===== src/iwd_cfg.svh =====
`ifndef IWD_CFG_SVH
`define IWD_CFG_SVH

// ==========================================================
// Instruction word fields
`define IWD_MAJOR_MSB 5
`define IWD_MAJOR_LSB 0
`define IWD_FLD_A_MSB 31
`define IWD_FLD_A_LSB 27
`define IWD_FLD_B_MSB 26
`define IWD_FLD_B_LSB 22
`define IWD_FLD_C_MSB 21
`define IWD_FLD_C_LSB 17
`define IWD_SHORT_MSB 21
`define IWD_SHORT_LSB 6
`define IWD_EXT_MSB 16
`define IWD_EXT_LSB 6
`define IWD_LONG_MSB 31
`define IWD_LONG_LSB 6
// Within the class extension code: selector above, small immediate below
`define IWD_EXT_SEL_MSB 10
`define IWD_EXT_SEL_LSB 5
`define IWD_SMALL_MSB 4
`define IWD_SMALL_LSB 0

// ==========================================================
// Major class codes with a format of their own, and the link and zero register numbers
`define IWD_MAJOR_JUMP 6'h00
`define IWD_MAJOR_REG 6'h3a
`define IWD_RET_ADDR_REG 5'h1f
`define IWD_REG_ZERO 5'h00

// ==========================================================
// Register map (byte addresses) and reset values
`define IWD_AXI_AW 8
`define IWD_ADDR_WORD 8'h00
`define IWD_ADDR_CTRL 8'h04
`define IWD_ADDR_STATUS 8'h08
`define IWD_ADDR_RSVD_CNT 8'h0c
`define IWD_CTRL_SRC_BIT 0
`define IWD_WORD_RST 32'h0000_0000
`define IWD_CNT_RST 16'h0000
`define IWD_CNT_MAX 16'hffff
`define IWD_RESP_OKAY 2'b00
`define IWD_RESP_SLVERR 2'b10

`endif


===== src/iwd_pkg.sv =====
package iwd_pkg;

  // ==========================================================
  // Operation identity: bit 6 marks register format, low six bits carry
  // the major class code (other formats) or the extension selector.
  typedef enum logic [6:0] {
    IWD_J_CALL = 7'h00, IWD_I_LDBU = 7'h03, IWD_I_ADDI = 7'h04, IWD_I_STB = 7'h05,
    IWD_I_BR = 7'h06, IWD_I_LDB = 7'h07, IWD_I_CMPGEI = 7'h08, IWD_I_LDHU = 7'h0b,
    IWD_I_ANDI = 7'h0c, IWD_I_STH = 7'h0d, IWD_I_BGE = 7'h0e, IWD_I_LDH = 7'h0f,
    IWD_I_CMPLTI = 7'h10, IWD_I_ORI = 7'h14, IWD_I_STW = 7'h15, IWD_I_BLT = 7'h16,
    IWD_I_LDW = 7'h17, IWD_I_CMPNEI = 7'h18, IWD_I_FLUSHDA = 7'h1b, IWD_I_XORI = 7'h1c,
    IWD_I_BNE = 7'h1e, IWD_I_CMPEQI = 7'h20, IWD_I_LDBUIO = 7'h23, IWD_I_MULI = 7'h24,
    IWD_I_STBIO = 7'h25, IWD_I_BEQ = 7'h26, IWD_I_LDBIO = 7'h27, IWD_I_CMPGEUI = 7'h28,
    IWD_I_LDHUIO = 7'h2b, IWD_I_ANDHI = 7'h2c, IWD_I_STHIO = 7'h2d, IWD_I_BGEU = 7'h2e,
    IWD_I_LDHIO = 7'h2f,
    IWD_R_ERET = 7'h41, IWD_R_ROLI = 7'h42, IWD_R_ROL = 7'h43, IWD_R_FLUSHP = 7'h44,
    IWD_R_RET = 7'h45, IWD_R_NOR = 7'h46, IWD_R_MULXUU = 7'h47, IWD_R_CMPGE = 7'h48,
    IWD_R_BRET = 7'h49, IWD_R_ROR = 7'h4b, IWD_R_FLUSHI = 7'h4c, IWD_R_JMP = 7'h4d,
    IWD_R_AND = 7'h4e, IWD_R_CMPLT = 7'h50, IWD_R_SLLI = 7'h52, IWD_R_SLL = 7'h53,
    IWD_R_OR = 7'h56, IWD_R_MULXSU = 7'h57, IWD_R_CMPNE = 7'h58, IWD_R_SRLI = 7'h5a,
    IWD_R_SRL = 7'h5b, IWD_R_NEXTPC = 7'h5c, IWD_R_CALLR = 7'h5d, IWD_R_XOR = 7'h5e,
    IWD_R_MULXSS = 7'h5f, IWD_R_CMPEQ = 7'h60, IWD_R_DIVU = 7'h64, IWD_R_DIV = 7'h65,
    IWD_R_RDCTL = 7'h66, IWD_R_MUL = 7'h67, IWD_R_CMPGEU = 7'h68, IWD_R_INITI = 7'h69,
    IWD_R_TRAP = 7'h6d, IWD_R_WRCTL = 7'h6e, IWD_R_CMPLTU = 7'h70, IWD_R_ADD = 7'h71,
    IWD_R_BREAK = 7'h74, IWD_R_SYNC = 7'h76, IWD_R_SUB = 7'h79, IWD_R_SRAI = 7'h7a,
    IWD_R_SRA = 7'h7b, IWD_RSVD = 7'h7f
  } iwd_oper_e;

  typedef enum logic [2:0] {
    IWD_FMT_JUMP = 3'b001,
    IWD_FMT_IMM = 3'b010,
    IWD_FMT_REG = 3'b100
  } iwd_fmt_e;

  // ==========================================================
  // Decoded word as handed to the execute datapath
  typedef struct packed {
    logic valid;
    logic reserved;
    iwd_fmt_e fmt;
    iwd_oper_e oper;
    logic [5:0] major_class_code;
    logic [10:0] class_extension_code;
    logic [4:0] reg_a;
    logic [4:0] reg_b;
    logic [4:0] reg_c;
    logic [4:0] src_a;
    logic [4:0] src_b;
    logic [4:0] dest;
    logic dest_we;
    logic opnd_b_imm;
    logic [15:0] short_immediate;
    logic [25:0] long_jump_immediate;
    logic [4:0] small_imm;
  } iwd_dec_s;

endpackage : iwd_pkg


===== src/iwd_decoder.sv =====
// The register addresses and the AXI4-Lite register port were left to the implementer.
`timescale 1ns/10ps
`include "iwd_cfg.svh"
// Operation
// - major class code from bits 5..0
// - immediate format fields A 31..27, B 26..22
// - short immediate from bits 21..6
// - register format A, B, C fields
// - extension code from bits 16..6
// - register format: A,B sources, C dest
// - some register ops use small extension immediate
// - long jump immediate from bits 31..6
// - code 0x00 is call, jump format
// - code 0x3a is register format, extension decides
// - other assigned codes are immediate format
// - unassigned codes decode as reserved, never valid
// - store and load major codes
// - conditional branch major codes
// - immediate logic, multiply and compare codes
// - multiply, divide, add, subtract extension codes
// - register compare extension codes
// - shift and rotate extension codes
// - control transfer extension codes
// - control register, sync, cache extension codes
// - bitwise, next-pc, high multiply extension codes
module iwd_decoder (
  input logic ref_clk_in,
  input logic sys_rst_in,
  input logic [31:0] fetch_word_in,
  input logic fetch_valid_in,
  output iwd_pkg::iwd_dec_s dec_out,
  output logic dec_valid_out,
  input logic [7:0] s_axi_awaddr_in,
  input logic s_axi_awvalid_in,
  output logic s_axi_awready_out,
  input logic [31:0] s_axi_wdata_in,
  input logic [3:0] s_axi_wstrb_in,
  input logic s_axi_wvalid_in,
  output logic s_axi_wready_out,
  output logic [1:0] s_axi_bresp_out,
  output logic s_axi_bvalid_out,
  input logic s_axi_bready_in,
  input logic [7:0] s_axi_araddr_in,
  input logic s_axi_arvalid_in,
  output logic s_axi_arready_out,
  output logic [31:0] s_axi_rdata_out,
  output logic [1:0] s_axi_rresp_out,
  output logic s_axi_rvalid_out,
  input logic s_axi_rready_in
);
  import iwd_pkg::*;

  // ==========================================================
  // Register bus: write path
  logic aw_full_r;
  logic w_full_r;
  logic aw_rdy_r;
  logic w_rdy_r;
  logic bvalid_r;
  logic [1:0] bresp_r;
  logic [7:0] aw_addr_r;
  logic [31:0] w_data_r;
  logic [3:0] w_strb_r;
  logic [31:0] sw_word_r;
  logic src_sw_r;
  logic sw_go_r;

  // Address and data may land in either order; the response waits for both
  wire aw_take = s_axi_awvalid_in & aw_rdy_r;
  wire w_take = s_axi_wvalid_in & w_rdy_r;
  wire wr_done = aw_full_r & w_full_r & ~bvalid_r;
  wire aw_full_nxt = (aw_full_r | aw_take) & ~wr_done;
  wire w_full_nxt = (w_full_r | w_take) & ~wr_done;
  wire [7:0] wr_addr = {aw_addr_r[7:2], 2'b00};
  wire wr_word = wr_done & (wr_addr == `IWD_ADDR_WORD);
  wire wr_ctrl = wr_done & (wr_addr == `IWD_ADDR_CTRL);
  wire wr_known = wr_addr inside {`IWD_ADDR_WORD, `IWD_ADDR_CTRL, `IWD_ADDR_STATUS,
                                  `IWD_ADDR_RSVD_CNT};
  wire bvalid_nxt = wr_done | (bvalid_r & ~s_axi_bready_in);
  logic [31:0] sw_word_nxt;

  // Byte lanes of the software word follow the write strobes
  always_comb
  begin
    sw_word_nxt = sw_word_r;
    for (int i = 0; i < 4; i++)
    begin
      if (w_strb_r[i])
      begin
        sw_word_nxt[i*8 +: 8] = w_data_r[i*8 +: 8];
      end
    end
  end

  always_ff @(posedge ref_clk_in)
  begin
    if (sys_rst_in)
    begin
      aw_full_r <= 1'b0;
      w_full_r <= 1'b0;
      aw_rdy_r <= 1'b1;
      w_rdy_r <= 1'b1;
      bvalid_r <= 1'b0;
      bresp_r <= `IWD_RESP_OKAY;
      aw_addr_r <= `IWD_ADDR_WORD;
      w_data_r <= `IWD_WORD_RST;
      w_strb_r <= 4'h0;
    end
    else
    begin
      aw_full_r <= aw_full_nxt;
      w_full_r <= w_full_nxt;
      aw_rdy_r <= ~aw_full_nxt;
      w_rdy_r <= ~w_full_nxt;
      bvalid_r <= bvalid_nxt;
      if (wr_done)
      begin
        bresp_r <= wr_known ? `IWD_RESP_OKAY : `IWD_RESP_SLVERR;
      end
      if (aw_take)
      begin
        aw_addr_r <= s_axi_awaddr_in;
      end
      if (w_take)
      begin
        w_data_r <= s_axi_wdata_in;
        w_strb_r <= s_axi_wstrb_in;
      end
    end
  end

  // Software word and source select; a word write decodes only when selected
  always_ff @(posedge ref_clk_in)
  begin
    if (sys_rst_in)
    begin
      sw_word_r <= `IWD_WORD_RST;
      src_sw_r <= 1'b0;
      sw_go_r <= 1'b0;
    end
    else
    begin
      if (wr_word)
      begin
        sw_word_r <= sw_word_nxt;
      end
      if (wr_ctrl & w_strb_r[0])
      begin
        src_sw_r <= w_data_r[`IWD_CTRL_SRC_BIT];
      end
      sw_go_r <= wr_word & src_sw_r;
    end
  end

  // ==========================================================
  // Decode of one word
  // While software owns the decoder the fetch stream is ignored, so a bench
  // driving both sees only the software word decoded.
  wire [31:0] word = src_sw_r ? sw_word_r : fetch_word_in;
  wire take = src_sw_r ? sw_go_r : fetch_valid_in;

  wire [5:0] major_class_code = word[`IWD_MAJOR_MSB:`IWD_MAJOR_LSB];
  wire [4:0] fld_a = word[`IWD_FLD_A_MSB:`IWD_FLD_A_LSB];
  wire [4:0] fld_b = word[`IWD_FLD_B_MSB:`IWD_FLD_B_LSB];
  wire [4:0] fld_c = word[`IWD_FLD_C_MSB:`IWD_FLD_C_LSB];
  wire [15:0] short_immediate = word[`IWD_SHORT_MSB:`IWD_SHORT_LSB];
  wire [10:0] class_extension_code = word[`IWD_EXT_MSB:`IWD_EXT_LSB];
  wire [25:0] long_jump_immediate = word[`IWD_LONG_MSB:`IWD_LONG_LSB];
  wire [5:0] ext_sel = class_extension_code[`IWD_EXT_SEL_MSB:`IWD_EXT_SEL_LSB];
  wire [4:0] small_imm = class_extension_code[`IWD_SMALL_MSB:`IWD_SMALL_LSB];

  wire is_jump = (major_class_code == `IWD_MAJOR_JUMP);
  wire is_reg = (major_class_code == `IWD_MAJOR_REG);
  wire [6:0] cand = is_reg ? {1'b1, ext_sel} : {1'b0, major_class_code};

  // Membership in the encoding tables; anything else is reserved
  wire known = cand inside {
    IWD_J_CALL, IWD_I_LDBU, IWD_I_ADDI, IWD_I_STB, IWD_I_BR, IWD_I_LDB, IWD_I_CMPGEI,
    IWD_I_LDHU, IWD_I_ANDI, IWD_I_STH, IWD_I_BGE, IWD_I_LDH, IWD_I_CMPLTI, IWD_I_ORI,
    IWD_I_STW, IWD_I_BLT, IWD_I_LDW, IWD_I_CMPNEI, IWD_I_FLUSHDA, IWD_I_XORI, IWD_I_BNE,
    IWD_I_CMPEQI, IWD_I_LDBUIO, IWD_I_MULI, IWD_I_STBIO, IWD_I_BEQ, IWD_I_LDBIO,
    IWD_I_CMPGEUI, IWD_I_LDHUIO, IWD_I_ANDHI, IWD_I_STHIO, IWD_I_BGEU, IWD_I_LDHIO,
    IWD_R_ERET, IWD_R_ROLI, IWD_R_ROL, IWD_R_FLUSHP, IWD_R_RET, IWD_R_NOR,
    IWD_R_MULXUU, IWD_R_CMPGE, IWD_R_BRET, IWD_R_ROR, IWD_R_FLUSHI, IWD_R_JMP,
    IWD_R_AND, IWD_R_CMPLT, IWD_R_SLLI, IWD_R_SLL, IWD_R_OR, IWD_R_MULXSU,
    IWD_R_CMPNE, IWD_R_SRLI, IWD_R_SRL, IWD_R_NEXTPC, IWD_R_CALLR, IWD_R_XOR,
    IWD_R_MULXSS, IWD_R_CMPEQ, IWD_R_DIVU, IWD_R_DIV, IWD_R_RDCTL, IWD_R_MUL,
    IWD_R_CMPGEU, IWD_R_INITI, IWD_R_TRAP, IWD_R_WRCTL, IWD_R_CMPLTU, IWD_R_ADD,
    IWD_R_BREAK, IWD_R_SYNC, IWD_R_SUB, IWD_R_SRAI, IWD_R_SRA};
  wire iwd_oper_e oper = known ? iwd_oper_e'(cand) : IWD_RSVD;
  wire iwd_fmt_e fmt = is_jump ? IWD_FMT_JUMP : (is_reg ? IWD_FMT_REG : IWD_FMT_IMM);

  // Operations whose B field is read, not written
  wire b_is_src = oper inside {IWD_I_STB, IWD_I_STH, IWD_I_STW, IWD_I_STBIO, IWD_I_STHIO,
                               IWD_I_BR, IWD_I_BGE, IWD_I_BLT, IWD_I_BNE, IWD_I_BEQ,
                               IWD_I_BGEU, IWD_I_FLUSHDA};
  // Register operations that write no register
  wire r_no_dest = oper inside {IWD_R_ERET, IWD_R_BRET, IWD_R_RET, IWD_R_JMP, IWD_R_TRAP,
                                IWD_R_WRCTL, IWD_R_FLUSHP, IWD_R_FLUSHI, IWD_R_INITI,
                                IWD_R_SYNC, IWD_R_BREAK};
  wire r_small_opnd = oper inside {IWD_R_ROLI, IWD_R_SLLI, IWD_R_SRLI, IWD_R_SRAI};

  wire opnd_b_imm = is_reg ? r_small_opnd : (~is_jump & ~b_is_src);
  wire [4:0] src_b = is_reg ? fld_b : (b_is_src ? fld_b : `IWD_REG_ZERO);
  wire [4:0] dest = is_jump ? `IWD_RET_ADDR_REG : (is_reg ? fld_c : fld_b);
  wire dest_we = known & (is_jump | (is_reg ? ~r_no_dest : ~b_is_src));

  iwd_dec_s dec_nxt;
  assign dec_nxt = '{valid: known, reserved: ~known, fmt: fmt, oper: oper,
                     major_class_code: major_class_code,
                     class_extension_code: class_extension_code,
                     reg_a: fld_a, reg_b: fld_b, reg_c: fld_c,
                     src_a: is_jump ? `IWD_REG_ZERO : fld_a, src_b: src_b, dest: dest,
                     dest_we: dest_we, opnd_b_imm: opnd_b_imm,
                     short_immediate: short_immediate,
                     long_jump_immediate: long_jump_immediate, small_imm: small_imm};

  iwd_dec_s dec_r;
  logic dec_valid_r;
  logic [15:0] rsvd_cnt_r;
  // Saturates rather than wrapping, so a flood of bad words never reads as few
  wire [15:0] rsvd_cnt_nxt = (rsvd_cnt_r == `IWD_CNT_MAX) ? rsvd_cnt_r : rsvd_cnt_r + 16'h0001;

  always_ff @(posedge ref_clk_in)
  begin
    if (sys_rst_in)
    begin
      dec_r <= '0;
      dec_valid_r <= 1'b0;
      rsvd_cnt_r <= `IWD_CNT_RST;
    end
    else
    begin
      dec_valid_r <= take;
      if (take)
      begin
        dec_r <= dec_nxt;
      end
      if (take & ~known)
      begin
        rsvd_cnt_r <= rsvd_cnt_nxt;
      end
    end
  end

  // ==========================================================
  // Register bus: read path
  logic ar_rdy_r;
  logic rvalid_r;
  logic [31:0] rdata_r;
  logic [1:0] rresp_r;
  // Read data is captured at the address handshake and held until taken
  wire ar_take = s_axi_arvalid_in & ar_rdy_r;
  wire rvalid_nxt = ar_take | (rvalid_r & ~s_axi_rready_in);
  wire [7:0] rd_addr = {s_axi_araddr_in[7:2], 2'b00};
  wire [31:0] status_word = {16'h0000, dec_r.valid, dec_r.reserved, 2'b00, 1'b0, dec_r.fmt,
                             1'b0, dec_r.oper};
  wire [31:0] ctrl_word = {31'h0000_0000, src_sw_r};
  wire rd_known = rd_addr inside {`IWD_ADDR_WORD, `IWD_ADDR_CTRL, `IWD_ADDR_STATUS,
                                  `IWD_ADDR_RSVD_CNT};
  wire [31:0] rd_mux = (rd_addr == `IWD_ADDR_WORD) ? sw_word_r :
                       (rd_addr == `IWD_ADDR_CTRL) ? ctrl_word :
                       (rd_addr == `IWD_ADDR_STATUS) ? status_word :
                       (rd_addr == `IWD_ADDR_RSVD_CNT) ? {16'h0000, rsvd_cnt_r} :
                       `IWD_WORD_RST;

  always_ff @(posedge ref_clk_in)
  begin
    if (sys_rst_in)
    begin
      ar_rdy_r <= 1'b1;
      rvalid_r <= 1'b0;
      rdata_r <= `IWD_WORD_RST;
      rresp_r <= `IWD_RESP_OKAY;
    end
    else
    begin
      ar_rdy_r <= ~rvalid_nxt;
      rvalid_r <= rvalid_nxt;
      if (ar_take)
      begin
        rdata_r <= rd_mux;
        rresp_r <= rd_known ? `IWD_RESP_OKAY : `IWD_RESP_SLVERR;
      end
    end
  end

  assign dec_out = dec_r;
  assign dec_valid_out = dec_valid_r;
  assign s_axi_awready_out = aw_rdy_r;
  assign s_axi_wready_out = w_rdy_r;
  assign s_axi_bvalid_out = bvalid_r;
  assign s_axi_bresp_out = bresp_r;
  assign s_axi_arready_out = ar_rdy_r;
  assign s_axi_rvalid_out = rvalid_r;
  assign s_axi_rdata_out = rdata_r;
  assign s_axi_rresp_out = rresp_r;
endmodule : iwd_decoder


===== config.mk =====
export PLATFORM = sky130hd
export DESIGN_NAME = iwd_decoder
export DESIGN_NICKNAME = d
export VERILOG_FILES = /design/src/iwd_pkg.sv /design/src/iwd_decoder.sv
export VERILOG_INCLUDE_DIRS = /design/src
export SDC_FILE = /design/constraint.sdc
export NUM_CORES = 1
export LEC_CHECK = 0
export BUFFER_PORTS_ARGS = -buffer_cell sky130_fd_sc_hd__buf_2
export CORE_ASPECT_RATIO = 1.4
export CORE_MARGIN = 2
export CORE_UTILIZATION = 45
export DETAILED_ROUTE_END_ITERATION = 10
export GPL_TIMING_DRIVEN = 0
export PLACE_DENSITY_LB_ADDON = 0.25
export SETUP_SLACK_MARGIN = 0.2
export SYNTH_ARGS = -nofsm -noshare
export SYNTH_HDL_FRONTEND = slang
export SYNTH_SLANG_ARGS = --single-unit

===== constraint.sdc =====
create_clock -name ref_clk_in -period 3.2 [get_ports ref_clk_in]
set_input_delay 0.64 -clock ref_clk_in [delete_from_list [all_inputs] [get_ports ref_clk_in]]
set_output_delay 0.64 -clock ref_clk_in [all_outputs]
set_load 0.02 [all_outputs]

==> qor.yml <==
num_vias: 8381
clk_pin_slew_ns: 0.08
drive_gt1_frac: 0.302
initial_core_util: 0.461
finalSetupViolCount: 0
htree_levels: 4
vias_per_cell: 5.38
power.total_mw: 5.57
ios: 242
synthFlopType: "dfxtp_1"
powerDensity_mw_per_mm2: 508
drc_errors: 0
ys_seq_area_frac: 0.454
dpl_cell_area_mm2: 0.0101
stdcell_count: 1558
maxCapViolations: 0
finalWorstSetupSlack_ns: 0.263
globalRouteTotalUtil: 0.278
cp_max_fo: 10
finalClockSkew_ns: 0.00876
worst_pin_slew_ns: 0.934
synth-seq-cells: 195
ys_warn_count: 0
clockBufferDepth: 2
max_slew_margin: 0.372
startpoint_type: "register"
holdWs_ns: 0.419
grt_overflow: 0
dp_hpwl_um: 22400
routed_wl_um: 28700
cts_made_buffers: 17
period_share: 0.918
critPathSlowestCell: "or3_4"
ant_nets: 0
grt_pass1_wl_um: 43100
cts_sinks: 195
cp.arrival_ns: 3.25
p_int_mw: 3.95
fin_crit_ns: 2.94
fin_setup_tns_ns: 0
first_pass_iters: 5
critical_path_class: "register to register"
cp_cell_sequence: "buf_6 > or3_4 > and2_1 > buf_4 > a2111oi_4 > o21ai_1 > a31oi_2 > a211oi_4 > and2_0 > clkbuf_1 > nor3_1 > nor3_1"
hp-class: "primary input to register"
ys_types: 73
fin_nets: 1393
die_h_um: 168
synthTopCellsByArea: "dfxtp_1, nand2_1, a21oi_1, nor2_1, buf_4"
rsz0062_at_grt: "true"
netlist_instances: 1034
final_common_cell: "buf_2"
routabilityCongestion: 0.978
syn_area_mm2: 0.00860
port_buffers: 233
cts_tree: "built"
clockPowerShare: 0.394
grt_max_degree: 21
antenna_found_initial: 1
synth.avg_cell_area_um2: 8.32
final_max_slew_viol_count: 0
cpMostUsedCell: "nor3_1"
fin_util: 0.587
stdcell_area_mm2: 0.0110
grt_pass1_vias: 7928
async_flop_share: 0
core_area_mm2: 0.0187
synthDominantAreaCellType: "dfxtp_1"
dpl_worst_slack_ns: -0.446
place_inst: 1512
switchingPower_mw: 1.62
routedWlPerCell_um: 18.4
dieArea_mm2: 0.0203
ctsHoldBuffers: 0
status: "finished, final reports clean"
fmax_mhz: 341
p_leak_nw: 4.60
netlist.area_leader.share: 0.454
irDropWorstVdd_uv: 363
seq_power_share: 0.466
die_x_um: 121
rows: 59
area_delta_synth_final_pct: 27.4
crit_path_end_kind: "register"
switching_share: 0.291
hold_violations: 0
crit_path_max_incr_delay_ns: 0.42
synth-edff-count: 0
clkLatencyLatePin_ns: 0.45
final_cell_mix: "buf_2, nand2_1, dfxtp_1"
required_ns: 3.51
comb_power_share: 0.140
drtIter0Drc: 581
clockRootBuffer: "clkbuf_16"
## timing repair
action                     in CTS  in global routing
resized for setup              12                 31
setup buffers                   1                 12
pin swaps                       1                  8
setup endpoints to repair      21                 19
## critical path, delay by kind of cell, from the launching register on
family | cells | cell delay (ns)
buffers and inverters | 3 | 0.50
AND/OR/NAND/NOR | 5 | 1.10
flip-flops | 1 | 0.32
AO/OA/AOI/OAI | 4 | 0.89
## layer usage
layer / up-vias / global-route usage / part of all wire
met4: 0 / 0.140 / 0.048
li1: 4082 / - / -
met2: 335 / 0.492 / 0.51
met3: 86 / 0.0545 / 0.062
met1: 3878 / 0.312 / 0.38
met5: - / 0 / 0
## final cells by class
type	count	area (um2)
clock buffers	17	425
clock inverters	15	183
repair buffers	246	1260
plain buffers	114	688
well taps	244	305
flip-flops and latches	195	3910
diodes	1	2.50
fillers	1748	7720
inverters	7	26.3
multi-input cells	719	4160
## worst paths after layout
| check | startpoint | endpoint | slack, ns | depth (start not counted) |
|---|---|---|---|---|
| min reg2reg | w_data_r[4]$_SDFFE_PP0P_ | sw_word_r[4]$_SDFFE_PP0P_ | 0.45 | 2 |
| max reg2reg | src_sw_r$_SDFFE_PP0P_ | dec_out[101]$_SDFFE_PP0P_ | 0.26 | 12 |
| max | src_sw_r$_SDFFE_PP0P_ | dec_out[101]$_SDFFE_PP0P_ | 0.26 | 12 |
| min | s_axi_wdata_in[29] | w_data_r[29]$_SDFFE_PP0P_ | 0.42 | 3 |
## registers in the layout, indices dropped and copies added (netlist names), 4 cells and up
signal and count:
dec_out 61, s_axi_rdata_out 32, aw_addr_r 6, w_strb_r 4, sw_word_r 32, rsvd_cnt_r 16
w_data_r 32
## power groups by stage
stage	sequential [mW]	combinational (mW)	clock, mW
after CTS	2.59	0.752	2.21
after global placement	2.65	0.739	0
after detailed placement	2.65	0.744	0
after global routing	2.60	0.836	2.31
final	2.59	0.779	2.20
after floorplan	2.70	0.408	0
## synth_stat cells, types with 3 or more instances
cell type,number
a211oi_1,23
a21oi_1,115
a22o_1,4
a22oi_1,41
a311oi_1,4
a31oi_1,4
and2_1,8
and3_1,7
buf_4,51
buf_6,3
clkbuf_1,54
dfxtp_1,195
inv_1,7
mux2_2,7
mux2i_1,38
nand2_1,200
nand3_1,29
nand4_1,4
nor2_1,111
nor3_1,12
nor4_1,5
o211ai_1,3
o21ai_0,32
or2_2,3
or3_1,7
or4_1,3
xnor2_1,7
## kinds of logic after synthesis
kind of cell               after synthesis  share of synthesized area
DFF                                    195                      0.454
adders and majority gates                1                    0.00145
AOI/OAI and AO/OA                      251                      0.188
xor gates and xnor gates                 9                    0.00916
other                                    1                   0.000436
buffers and inverters                  121                     0.0820
and+or+nand+nor                        410                      0.210
muxes                                   46                     0.0560
(Power assumes the default switching activity.)
